### src/include/dma_status_consts.svh
// Register offsets, field positions, reset values and the status mask for one channel.
// Included by the channel design file and by the testbench.
`ifndef DMA_STATUS_CONSTS_SVH
`define DMA_STATUS_CONSTS_SVH
`define OFS_CONTROL      12'h000
`define OFS_STATUS       12'h004
`define OFS_CUR_ADDR_A   12'h008
`define OFS_CUR_ADDR_B   12'h00c
`define OFS_CUR_COUNT    12'h010
`define OFS_RLD_ADDR_A   12'h014
`define OFS_RLD_ADDR_B   12'h018
`define OFS_RLD_COUNT    12'h01c
`define OFS_IRQ_STATUS   12'h020
`define OFS_IRQ_MASK     12'h024
`define BIT_TC           0
`define BIT_OVR          1
`define BIT_CHANNEL_ACTIVE_FLAG         2
`define BIT_VLD          3
`define CTL_ENABLE       0
`define CTL_BUF_MODE     1
`define CTL_DOUBLE       2
`define CTL_TWO_ADDR     3
`define CTL_CYCLE_SIZE   4
`define CTL_UPD_A        9
`define CTL_STEP_A_LO    10
`define CTL_UPD_B        12
`define CTL_STEP_B_LO    13
`define CONTROL_RESET    32'h0000_0000
`define STATUS_RESET     4'h0
`define STATUS_USED_MASK 8'h0f
`endif

### src/include/dma_status_pkg.sv
// Types shared by the channel status and reload logic.
// Assumes the constants header is on the include path.
package dma_status_pkg;
    // Field view of the channel control register.
    typedef struct packed {
        logic       enable;
        logic       buf_mode;
        logic       double_buf;
        logic       two_addr;
        logic       cycle_word;
        logic       upd_a;
        logic [1:0] step_a;
        logic       upd_b;
        logic [1:0] step_b;
    } ctl_fields_t;
    // Sticky event flags of one channel.
    typedef struct packed {
        logic vld;
        logic channel_overrun_flag;
        logic tc;
    } flags_t;
endpackage

### src/rtl/addr_step.sv
// Next-address computation for one device address of a channel.
// Assumes the caller only applies the result when a transfer beat occurs.
`timescale 1ns/10ps
`default_nettype none
module addr_step #(
    parameter int AW = 24
) (
    input  wire logic [AW-1:0] addr_i,
    input  wire logic          update_i,
    input  wire logic [1:0]    step_i,
    input  wire logic          word_i,
    output logic      [AW-1:0] addr_o
);
    logic [AW-1:0] delta;
    // Step coding: 00 +1, 01 +2, 10 -1, 11 -2; word cycles always step by two.
    always_comb begin
        delta = step_i[0] ? AW'(2) : AW'(1);
        if (word_i) begin
            delta = AW'(2);
        end
        if (!update_i) begin
            addr_o = addr_i;
        end else if (step_i[1]) begin
            addr_o = addr_i - delta;
        end else begin
            addr_o = addr_i + delta;
        end
    end
endmodule
`default_nettype wire

### src/rtl/dma_channel_status_reload.sv
// Status flags, working counters and block reload for one DMA channel.
// Assumes an APB master on ref_clk_i and a mover that pulses beat_i once
// per bus cycle it completes while channel_active_o is high.
//
// Notes on behaviour
// - Terminal count flag sets when the block count reaches zero.
// - Double-buffer: overrun when a block ends without valid next parameters.
// - Auto-initialize: overrun when a block ends with terminal count still set.
// - Single-buffer mode leaves the overrun flag untouched.
// - Active flag is enable and count above zero; read only.
// - Any write to reload count sets the valid flag.
// - Reload-mode block end clears valid; copies reload count and address A, and address B in two-address mode, to working ones if valid or auto-init.
// - Terminal count and overrun clear only by writing one to their position.
// - Writing the current count starts the channel if already enabled.
// - Cycle size picks byte or word per bus cycle.
// - Reset clears flags; reserved status bits read zero.
// - Address step coding 00 +1, 01 +2, 10 -1, 11 -2.
`timescale 1ns/10ps
`default_nettype none
`include "dma_status_consts.svh"
module dma_channel_status_reload #(
    parameter int AW = 24,
    parameter int CW = 16
) (
    input  wire logic        ref_clk_i,
    input  wire logic        resetn_i,
    input  wire logic        psel_i,
    input  wire logic        penable_i,
    input  wire logic        pwrite_i,
    input  wire logic [11:0] paddr_i,
    input  wire logic [31:0] pwdata_i,
    output logic      [31:0] prdata_o,
    output logic             pready_o,
    output logic             pslverr_o,
    input  wire logic        beat_i,
    output logic             channel_active_o,
    output logic [AW-1:0]    addr_a_o,
    output logic [AW-1:0]    addr_b_o,
    output logic             cycle_word_o,
    output logic             irq_o
);
    import dma_status_pkg::*;

    logic [31:0]   control_r;
    logic [AW-1:0] cur_a_r;
    logic [AW-1:0] cur_b_r;
    logic [CW-1:0] cur_count_r;
    logic [AW-1:0] rld_a_r;
    logic [AW-1:0] rld_b_r;
    logic [CW-1:0] rld_count_r;
    flags_t        flags_r;
    logic [3:0]    irq_stat_r;
    logic [3:0]    irq_mask_r;
    ctl_fields_t   ctl;
    logic          active;
    logic          block_done;
    logic          acc;
    logic          wr;
    logic [AW-1:0] next_a;
    logic [AW-1:0] next_b;
    logic [31:0]   rd_nxt;
    logic          hit;
    logic          overrun_evt;

    // Decode of the access phase, shared by all register writes.
    function automatic logic wr_to(input logic [11:0] a, input logic [11:0] o);
        return (a == o);
    endfunction

    assign acc = psel_i && penable_i;
    assign wr  = acc && pwrite_i;

    // Control register split into its fields.
    always_comb begin
        ctl.enable     = control_r[`CTL_ENABLE];
        ctl.buf_mode   = control_r[`CTL_BUF_MODE];
        ctl.double_buf = control_r[`CTL_DOUBLE];
        ctl.two_addr   = control_r[`CTL_TWO_ADDR];
        ctl.cycle_word = control_r[`CTL_CYCLE_SIZE];
        ctl.upd_a      = control_r[`CTL_UPD_A];
        ctl.step_a     = control_r[`CTL_STEP_A_LO +: 2];
        ctl.upd_b      = control_r[`CTL_UPD_B];
        ctl.step_b     = control_r[`CTL_STEP_B_LO +: 2];
    end

    // Active while enabled and the count is above zero.
    assign active = ctl.enable && (cur_count_r != '0);
    // A beat on the last unit ends the block.
    assign block_done = active && beat_i && (cur_count_r == CW'(1));
    assign overrun_evt = block_done && ctl.double_buf &&
        (ctl.buf_mode ? flags_r.tc : !flags_r.vld);

    // Address advance per beat, scaled by cycle size.
    addr_step #(.AW(AW)) step_a_u (
        .addr_i   (cur_a_r),
        .update_i (ctl.upd_a),
        .step_i   (ctl.step_a),
        .word_i   (ctl.cycle_word),
        .addr_o   (next_a)
    );
    addr_step #(.AW(AW)) step_b_u (
        .addr_i   (cur_b_r),
        .update_i (ctl.upd_b && ctl.two_addr),
        .step_i   (ctl.step_b),
        .word_i   (ctl.cycle_word),
        .addr_o   (next_b)
    );

    // Control register, written by software only.
    always_ff @(posedge ref_clk_i or negedge resetn_i) begin
        if (!resetn_i) begin
            control_r <= `CONTROL_RESET;
        end else if (wr && wr_to(paddr_i, `OFS_CONTROL)) begin
            control_r <= pwdata_i;
        end
    end

    // Working counters: software load, per-beat advance and block reload.
    always_ff @(posedge ref_clk_i or negedge resetn_i) begin
        if (!resetn_i) begin
            cur_a_r     <= '0;
            cur_b_r     <= '0;
            cur_count_r <= '0;
        end else if (block_done) begin
            // Reload in the same cycle the count reaches zero.
            if (ctl.double_buf && (flags_r.vld || ctl.buf_mode)) begin
                cur_a_r     <= rld_a_r;
                cur_b_r     <= ctl.two_addr ? rld_b_r : next_b;
                cur_count_r <= rld_count_r;
            end else begin
                cur_a_r     <= next_a;
                cur_b_r     <= next_b;
                cur_count_r <= '0;
            end
        end else if (active && beat_i) begin
            cur_a_r     <= next_a;
            cur_b_r     <= next_b;
            cur_count_r <= cur_count_r - CW'(1);
        end else if (wr) begin
            if (wr_to(paddr_i, `OFS_CUR_ADDR_A)) begin
                cur_a_r <= pwdata_i[AW-1:0];
            end
            if (wr_to(paddr_i, `OFS_CUR_ADDR_B)) begin
                cur_b_r <= pwdata_i[AW-1:0];
            end
            // A nonzero count with enable set activates at once.
            if (wr_to(paddr_i, `OFS_CUR_COUNT)) begin
                cur_count_r <= pwdata_i[CW-1:0];
            end
        end
    end

    // Reload registers, written by software only.
    always_ff @(posedge ref_clk_i or negedge resetn_i) begin
        if (!resetn_i) begin
            rld_a_r     <= '0;
            rld_b_r     <= '0;
            rld_count_r <= '0;
        end else if (wr) begin
            if (wr_to(paddr_i, `OFS_RLD_ADDR_A)) begin
                rld_a_r <= pwdata_i[AW-1:0];
            end
            if (wr_to(paddr_i, `OFS_RLD_ADDR_B)) begin
                rld_b_r <= pwdata_i[AW-1:0];
            end
            if (wr_to(paddr_i, `OFS_RLD_COUNT)) begin
                rld_count_r <= pwdata_i[CW-1:0];
            end
        end
    end

    // Sticky flags; a hardware set in the same cycle beats the clear.
    always_ff @(posedge ref_clk_i or negedge resetn_i) begin
        if (!resetn_i) begin
            flags_r <= '0;
        end else begin
            // Write one to clear each flag alone.
            if (wr && wr_to(paddr_i, `OFS_STATUS)) begin
                if (pwdata_i[`BIT_TC]) flags_r.tc <= 1'b0;
                if (pwdata_i[`BIT_OVR]) flags_r.channel_overrun_flag <= 1'b0;
                if (pwdata_i[`BIT_VLD]) flags_r.vld <= 1'b0;
            end
            // Every block end in a reload mode consumes the parameters.
            if (block_done && ctl.double_buf) begin
                flags_r.vld <= 1'b0;
            end
            // Reload count write validates, wins over clears.
            if (wr && wr_to(paddr_i, `OFS_RLD_COUNT)) begin
                flags_r.vld <= 1'b1;
            end
            // Terminal count set wins over a clear.
            if (block_done) begin
                flags_r.tc <= 1'b1;
            end
            // Overrun set wins over a clear.
            if (overrun_evt) begin
                flags_r.channel_overrun_flag <= 1'b1;
            end
        end
    end

    // Interrupt status: events latch, write one clears, set wins.
    always_ff @(posedge ref_clk_i or negedge resetn_i) begin
        if (!resetn_i) begin
            irq_stat_r <= '0;
            irq_mask_r <= '0;
        end else begin
            if (wr && wr_to(paddr_i, `OFS_IRQ_MASK)) begin
                irq_mask_r <= pwdata_i[3:0];
            end
            irq_stat_r <= (irq_stat_r &
                ~((wr && wr_to(paddr_i, `OFS_IRQ_STATUS)) ?
                  pwdata_i[3:0] : 4'h0)) |
                {1'b0, 1'b0, overrun_evt, block_done};
        end
    end

    // Read mux; reserved status bits read zero.
    always_comb begin
        hit    = 1'b1;
        rd_nxt = 32'h0000_0000;
        case (paddr_i)
            `OFS_CONTROL:    rd_nxt = control_r;
            `OFS_STATUS:     rd_nxt = {28'h0000000, flags_r.vld, active,
                                       flags_r.channel_overrun_flag, flags_r.tc};
            `OFS_CUR_ADDR_A: rd_nxt = 32'(cur_a_r);
            `OFS_CUR_ADDR_B: rd_nxt = 32'(cur_b_r);
            `OFS_CUR_COUNT:  rd_nxt = 32'(cur_count_r);
            `OFS_RLD_ADDR_A: rd_nxt = 32'(rld_a_r);
            `OFS_RLD_ADDR_B: rd_nxt = 32'(rld_b_r);
            `OFS_RLD_COUNT:  rd_nxt = 32'(rld_count_r);
            `OFS_IRQ_STATUS: rd_nxt = {28'h0000000, irq_stat_r};
            `OFS_IRQ_MASK:   rd_nxt = {28'h0000000, irq_mask_r};
            default:         hit = 1'b0;
        endcase
    end

    // APB answer: no wait state, ready pulses in the first access cycle.
    always_ff @(posedge ref_clk_i or negedge resetn_i) begin
        if (!resetn_i) begin
            pready_o  <= 1'b0;
            pslverr_o <= 1'b0;
            prdata_o  <= '0;
        end else begin
            pready_o  <= psel_i && !penable_i;
            pslverr_o <= psel_i && !penable_i && !hit;
            prdata_o  <= (psel_i && !penable_i && !pwrite_i) ? rd_nxt : '0;
        end
    end

    // Registered copies of state for the mover and interrupt line.
    always_ff @(posedge ref_clk_i or negedge resetn_i) begin
        if (!resetn_i) begin
            channel_active_o <= 1'b0;
            addr_a_o         <= '0;
            addr_b_o         <= '0;
            cycle_word_o     <= 1'b0;
            irq_o            <= 1'b0;
        end else begin
            channel_active_o <= active;
            addr_a_o         <= cur_a_r;
            addr_b_o         <= cur_b_r;
            cycle_word_o     <= ctl.cycle_word;
            irq_o            <= |(irq_stat_r & irq_mask_r);
        end
    end
endmodule
`default_nettype wire

### config.mk
export PLATFORM = sky130hd
export DESIGN_NAME = dma_channel_status_reload
export DESIGN_NICKNAME = d
export VERILOG_FILES = /design/src/include/dma_status_pkg.sv /design/src/rtl/addr_step.sv /design/src/rtl/dma_channel_status_reload.sv
export VERILOG_INCLUDE_DIRS = /design/src /design/src/include
export SDC_FILE = /design/constraint.sdc
export NUM_CORES = 1
export LEC_CHECK = 0
export BUFFER_PORTS_ARGS = -buffer_cell sky130_fd_sc_hd__buf_4
export CELL_PAD_IN_SITES_DETAIL_PLACEMENT = 0
export CELL_PAD_IN_SITES_GLOBAL_PLACEMENT = 1
export CORE_MARGIN = 4
export CORE_UTILIZATION = 35
export CTS_CLUSTER_SIZE = 8
export DETAILED_ROUTE_END_ITERATION = 8
export PLACE_DENSITY_LB_ADDON = 0.1
export SLEW_MARGIN = 20
export SYNTH_ARGS = -nofsm -noshare
export SYNTH_HDL_FRONTEND = slang
export SYNTH_HIERARCHICAL = 1
export SYNTH_SLANG_ARGS = --single-unit
export TNS_END_PERCENT = 50
### constraint.sdc
create_clock -name ref_clk_i -period 8.8 [get_ports ref_clk_i]
set_input_delay 0.88 -clock ref_clk_i [delete_from_list [all_inputs] [get_ports ref_clk_i]]
set_output_delay 0.88 -clock ref_clk_i [all_outputs]
set_load 0.03 [all_outputs]
; Yosys cells after proc, flatten, opt, wreduce, memory -nomap -nowiden
; Cells that the tools add are included.
[word_totals]
register_bits = 256
latch_bits = 0
ram_bits = 0
rom_bits = 0
inputBits = 50
output_inout_bits = 85
mem_count = 0
[classes]
addsub = 5
mul = 0
div = 0
magnitude_cmp = 0
eq_ne = 10
shifts = 0
muxes = 37
bitwise = 4
reduce_logical = 45
[ops]
columns = operator, n
row1 = $mux W24, 17
row2 = $pmux W32 S10, 1
row3 = $mux W16, 5
row4 = $add A24 B24 Y24, 2
row5 = $eq A12 B5 Y1 const B, 4
row6 = $sub A24 B24 Y24, 2
row7 = $mux W32, 1
row8 = $eq A12 B4 Y1 const B, 2
row9 = $eq A12 B6 Y1 const B, 2
row10 = $reduce_and A2 Y1, 9
row11 = $reduce_bool A3 Y1, 6
row12 = $logic_and A1 B1 Y1, 17
row13 = $eq A16 B1 Y1 const B, 1
row14 = $reduce_bool A16 Y1, 1
row15 = $sub A16 B1 Y16 const B, 1
row16 = $eq A12 B3 Y1 const B, 1
row17 = $logic_not A12 Y1, 1
row18 = $reduce_or A10 Y1, 1
row19 = $mux W1, 9
row20 = $and A4 B4 Y4, 2
row21 = $reduce_bool A2 Y1, 4
row22 = $logic_not A1 Y1, 4
row23 = $mux W2, 2
row24 = $mux W4, 1
row25 = other kinds (5), 5

; Depth between registers and ports, before layout
[logic_depth]
ltp_word = 8
mapped_depth = 17

; Modules after synthesis
; Netlist, hierarchy kept.
[by_module_without_submodules]
columns = mod, n_inst, cells_each, area_each_um2, seq_area_each_um2
row1 = dma_channel_status_reload, 1, 1025, 11523.6, 6406.1
row2 = addr_step (step_b_u), 1, 251, 1767.9, 0.0
row3 = addr_step (step_a_u), 1, 253, 1745.4, 0.0

; Worst setup path before layout
; Ideal clock, no wire load.
[synth_timing]
kind = reg-to-reg
from = register control_r[4]
to = register cur_a_r[19]
t_arrival_ns = 3.359
required_time_ns = 8.723
path_slack_ns = 5.364
path_stages_with_launch = 16
period_less_slack_ns = 3.436
cell_sequence = dfrtp_1 nor2_1 inv_1 ha_1 nor2_1 inv_1 ha_1 and3_1 o2111ai_1 o21bai_4 and2_4 o21ba_1 or4_1 nand3_1 mux2i_1 a21oi_1
[synth_via]
elab_chain_len = 6
word_cells_on_any_way = 8
[synth_rtl]
columns = element, line
row1 = "start, declared", dma_channel_status_reload.sv:44  ; logic [31:0] control_r;
row2 = "start signal, assigned", dma_channel_status_reload.sv:112  ; control_r <= `CONTROL_RESET;
row3 = "start signal, assigned", dma_channel_status_reload.sv:114  ; control_r <= pwdata_i;
row4 = $mux W24 *, addr_step.sv:18  ; if (word_i) begin
row5 = $add A24 B24 Y24 / $sub A24 B24 Y24 (equally long branches), "addr_step.sv:26, addr_step.sv:24"
row6 = $mux W24 *, addr_step.sv:23  ; end else if (step_i[1]) begin
row7 = $mux W24 *, addr_step.sv:21  ; if (!update_i) begin
row8 = net next_a[19], dma_channel_status_reload.sv:59  ; logic [AW-1:0] next_a;
row9 = $mux W24 (on tied branches), "dma_channel_status_reload.sv:135, dma_channel_status_reload.sv:126"
row10 = $mux W24 *, dma_channel_status_reload.sv:124  ; end else if (block_done) begin
row11 = "end signal, assigned", dma_channel_status_reload.sv:127  ; cur_a_r <= rld_a_r;
row12 = "end signal, assigned", dma_channel_status_reload.sv:136  ; cur_a_r <= next_a;
row13 = "end signal, assigned", dma_channel_status_reload.sv:141  ; cur_a_r <= pwdata_i[AW-1:0];
row14 = "end, declared", dma_channel_status_reload.sv:45  ; logic [AW-1:0] cur_a_r;
; The timed path passes the listed nets; every way through them passes the cells marked *.
; A chain may end at the register's enable or synchronous reset.

; Final worst setup path
[layout_timing]
from = register control_r[4]
to = register cur_b_r[16]
[layout_via]
elab_chain_len = 7
word_cells_on_any_way = 9
[layout_rtl]
columns = element, line
row1 = $mux W24 *, addr_step.sv:18
row2 = $add A24 B24 Y24 / $sub A24 B24 Y24 (equally long branches), "addr_step.sv:26, addr_step.sv:24"
row3 = $mux W24 *, addr_step.sv:23
row4 = $mux W24 *, addr_step.sv:21
row5 = net next_b[16], dma_channel_status_reload.sv:60  ; logic [AW-1:0] next_b;
row6 = $mux W24, dma_channel_status_reload.sv:128  ; cur_b_r <= ctl.two_addr ? rld_b_r : next_b;
row7 = $mux W24, dma_channel_status_reload.sv:126  ; if (ctl.double_buf && (flags_r.vld || ctl.buf_mode)) begin
row8 = $mux W24 *, dma_channel_status_reload.sv:124
row9 = "end signal, assigned", dma_channel_status_reload.sv:128
row10 = "end signal, assigned", dma_channel_status_reload.sv:132  ; cur_b_r <= next_b;
row11 = "end signal, assigned", dma_channel_status_reload.sv:137  ; cur_b_r <= next_b;
row12 = "end, declared", dma_channel_status_reload.sv:46  ; logic [AW-1:0] cur_b_r;
; Marks and branches as above.

==> flow_metrics.env <==
export IMPL_core_area_um2=42200
export IMPL_worstMarginPinSlew_ns=1.05
export IMPL_ys_ff_latch=256
export IMPL_worst_ir_drop_vdd_uv=127
export IMPL_final_nets=1743
export IMPL_setup_violations_final=0
export IMPL_hold_viol_final=0
export IMPL_rsz0062_at_grt="no"
export IMPL_cts_root_buf="clkbuf_16"
export IMPL_r2r_cells=16
export IMPL_yosysTopAreaCell="dfrtp_1"
export IMPL_cts_buffers=38
export IMPL_dp_cells=2133
export IMPL_powerDensity_nw_per_um2=151
export IMPL_async_flop_share_pct=100
export IMPL_syn_inst=1529
export IMPL_die_h_um=215
export IMPL_post_drt_wl_per_cell_um=24.9
export IMPL_postCtsHoldBufs=0
export IMPL_synthTopCellsByCount="dfrtp_1 (256), nand2_1 (157), mux2_2 (117)"
export IMPL_grt_pass1_wl_mm=83.5
export IMPL_tns_ns=0
export IMPL_r2r_end="cur_b_r[16]"
export IMPL_yosys_warnings=6
export IMPL_fin_area_um2=17600
export IMPL_die_area_um2=46300
export IMPL_layoutNonFillerInstCount=2180
export IMPL_fin_crit_sh_pct=47.7
export IMPL_cp_end_kind="flop"
export IMPL_final_antenna_net_count=0
export IMPL_vias=13100
export IMPL_relSlewSlack_pct=29.7
export IMPL_grt_max_degree=83
export IMPL_reg2reg_from="control_r[4]"
export IMPL_synth_area_per_cell_um2=9.83
export IMPL_synth_enable_flop_cells=0
export IMPL_cts_resized=0
export IMPL_dp_hpwl_mm=39.1
export IMPL_grt_pass1_vias=13300
export IMPL_maxCapViolations=0
export IMPL_critPathMaxFanout=27
export IMPL_ys_types=96
export IMPL_floorplan_initialDensity_pct=35.6
export IMPL_max_freq_ghz=0.238
export IMPL_path_clk_slew_ns=0.05
export IMPL_chipWidth_um=215
export IMPL_cp_data_arrival_time_ns=4.64
export IMPL_synth_top_cells_by_area="dfrtp_1 (43%), mux2_2 (8.8%), ha_1 (4.7%)"
export IMPL_overflow=0
export IMPL_via_per_inst=5.99
export IMPL_total_power_mw=2.65
export IMPL_synth_nets=1637
export IMPL_post_cts_buffers=0
export IMPL_drive_gt1_share_pct=22.1
export IMPL_antenna_found_initial=0
export IMPL_clkSinkCount=256
export IMPL_drt_total_wl_mm=54.3
export IMPL_grt_util_all_layers_pct=23.1
export IMPL_synthesis_area_um2=15000
export IMPL_ys_seq_area_share_pct=42.6
export IMPL_drt_initial_drc_count=1235
export IMPL_place_area_um2=16500
export IMPL_synth_most_common_cell="dfrtp_1"
export IMPL_power_leakage_nw=8.13
export IMPL_portBuffers=134
export IMPL_critPathKind="flop to flop"
export IMPL_r2r_slack_ns=4.61
export IMPL_drcViolationCount=0
export IMPL_ios=135
export IMPL_htreeDepth=2
export IMPL_insertion_delay_ns=0.54
export IMPL_gp_congestion=0.902
export IMPL_first_pass_iters=8
export IMPL_outcome="finished clean"
export IMPL_fin_crit_ns=4.19
export IMPL_fillers=4202
export IMPL_cts_tree="done"
export IMPL_cts_buffer_depth=3
export IMPL_fin_worst_skew_ns=0.0175
export IMPL_min_path_type="input port to async pin"
export IMPL_synth_main_ff_cell="dfrtp_1"
export IMPL_worst_ep_required_time_ns=9.25
export IMPL_yosysTopAreaCellShare_pct=42.6
export IMPL_crit_path_start_kind="flop"
export IMPL_drv_slew=0
export IMPL_area_delta_synth_final_pct=16.9
export IMPL_rows=75
[how the worst max path moves through the flow]
stage                        endpoint  cells past startpoint          from  slack, ns
after floorplan           cur_a_r[19]                     15  control_r[4]       5.36
after global placement    cur_b_r[16]                     16  control_r[4]       4.71
after detailed placement  cur_b_r[16]                     16  control_r[4]       4.62
after CTS                 cur_b_r[16]                     16  control_r[4]       4.60
after global routing      cur_b_r[16]                     16  control_r[4]       4.21
final                     cur_b_r[16]                     16  control_r[4]       4.61
[cells by family (layout without fill, tap and decap cells)]
kind of cell	Yosys count	count (layout)	synth area share, %
compound gates	463	463	21.3
simple gates	457	457	15.7
flops	256	256	42.6
mux	144	144	10.6
buf+inv	126	237	3.39
fa+ha+maj	58	58	4.93
xor+xnor	25	25	1.46
other cells	0	1	0
[flip-flops by register name, indices dropped and copies added, names as in the netlist, 3 cells and up]
register     count
irq_stat_r       4
addr_b_o        24
rld_b_r         24
control_r       32
cur_b_r         24
cur_a_r         24
prdata_o        32
rld_count_r     16
rld_a_r         24
cur_count_r     16
irq_mask_r       4
flags_r          3
addr_a_o        24
[final cells by class]
cell class              instances  area [µm²]  share of cell area [%]
multi-input cells            1147        8160                    46.4
flip-flops and latches        256        6410                    36.5
repair buffers                158        1190                    6.78
clock buffers                  43        1000                    5.70
well taps                     539         674                    3.84
inverters                      34         128                   0.726
clock inverters                 2        13.8                  0.0783
diodes                          1        2.50                  0.0142
[power breakdown]
part	switching [mW]	internal (mW)	total, mW	leakage, nW
combinational	0.0884	0.0422	0.131	4.07
sequential	0.0125	1.19	1.20	3.56
clock	0.526	0.790	1.32	0.500
[critical path, cell delays in order (launching register included)]
cell       delay [ns]
dfrtp_1          0.48
nor2_1           0.23
inv_1            0.07
ha_1             0.18
nor2_1           0.21
inv_1            0.50
ha_1             0.57
and2b_4          0.18
o2111ai_2        0.16
a31oi_4          0.31
o21ai_1          0.13
and3_1           0.20
o31ai_1          0.39
nand2_1          0.09
a21oi_1          0.14
a21oi_1          0.06
o22ai_1          0.17
[metrics by stage]
stage	setup WS [ns]	utilization (%)	hold slack [ns]
CTS	4.60	41.6	0.338
detailed placement	4.62	39.2	0.470
global route	4.21	41.6	0.378
global placement	4.71	39.2	0.456
floorplan	5.36	-	0.394
finish	4.61	41.6	0.338
[placed cells by master, fill, tap and decap left out, types with 39 or more instances in the layout]
cell type  instances
dfrtp_1          256
nand2_1          156
buf_4            156
mux2_2           117
o21ai_0           90
nor2_1            87
a21oi_1           84
ha_1              56
a31oi_1           55
clkbuf_16         39
[per-layer routing]
layer  routed length (µm)  GRT usage (%)  vias to the layer above
met4                 1880           7.79                        0
met3                 2760           3.60                      112
met1                24400           31.4                     6515
met2                25300           37.6                      443
met5                    0              0                        -
li1                     -              -                     5986
(Power assumes the default switching activity.)
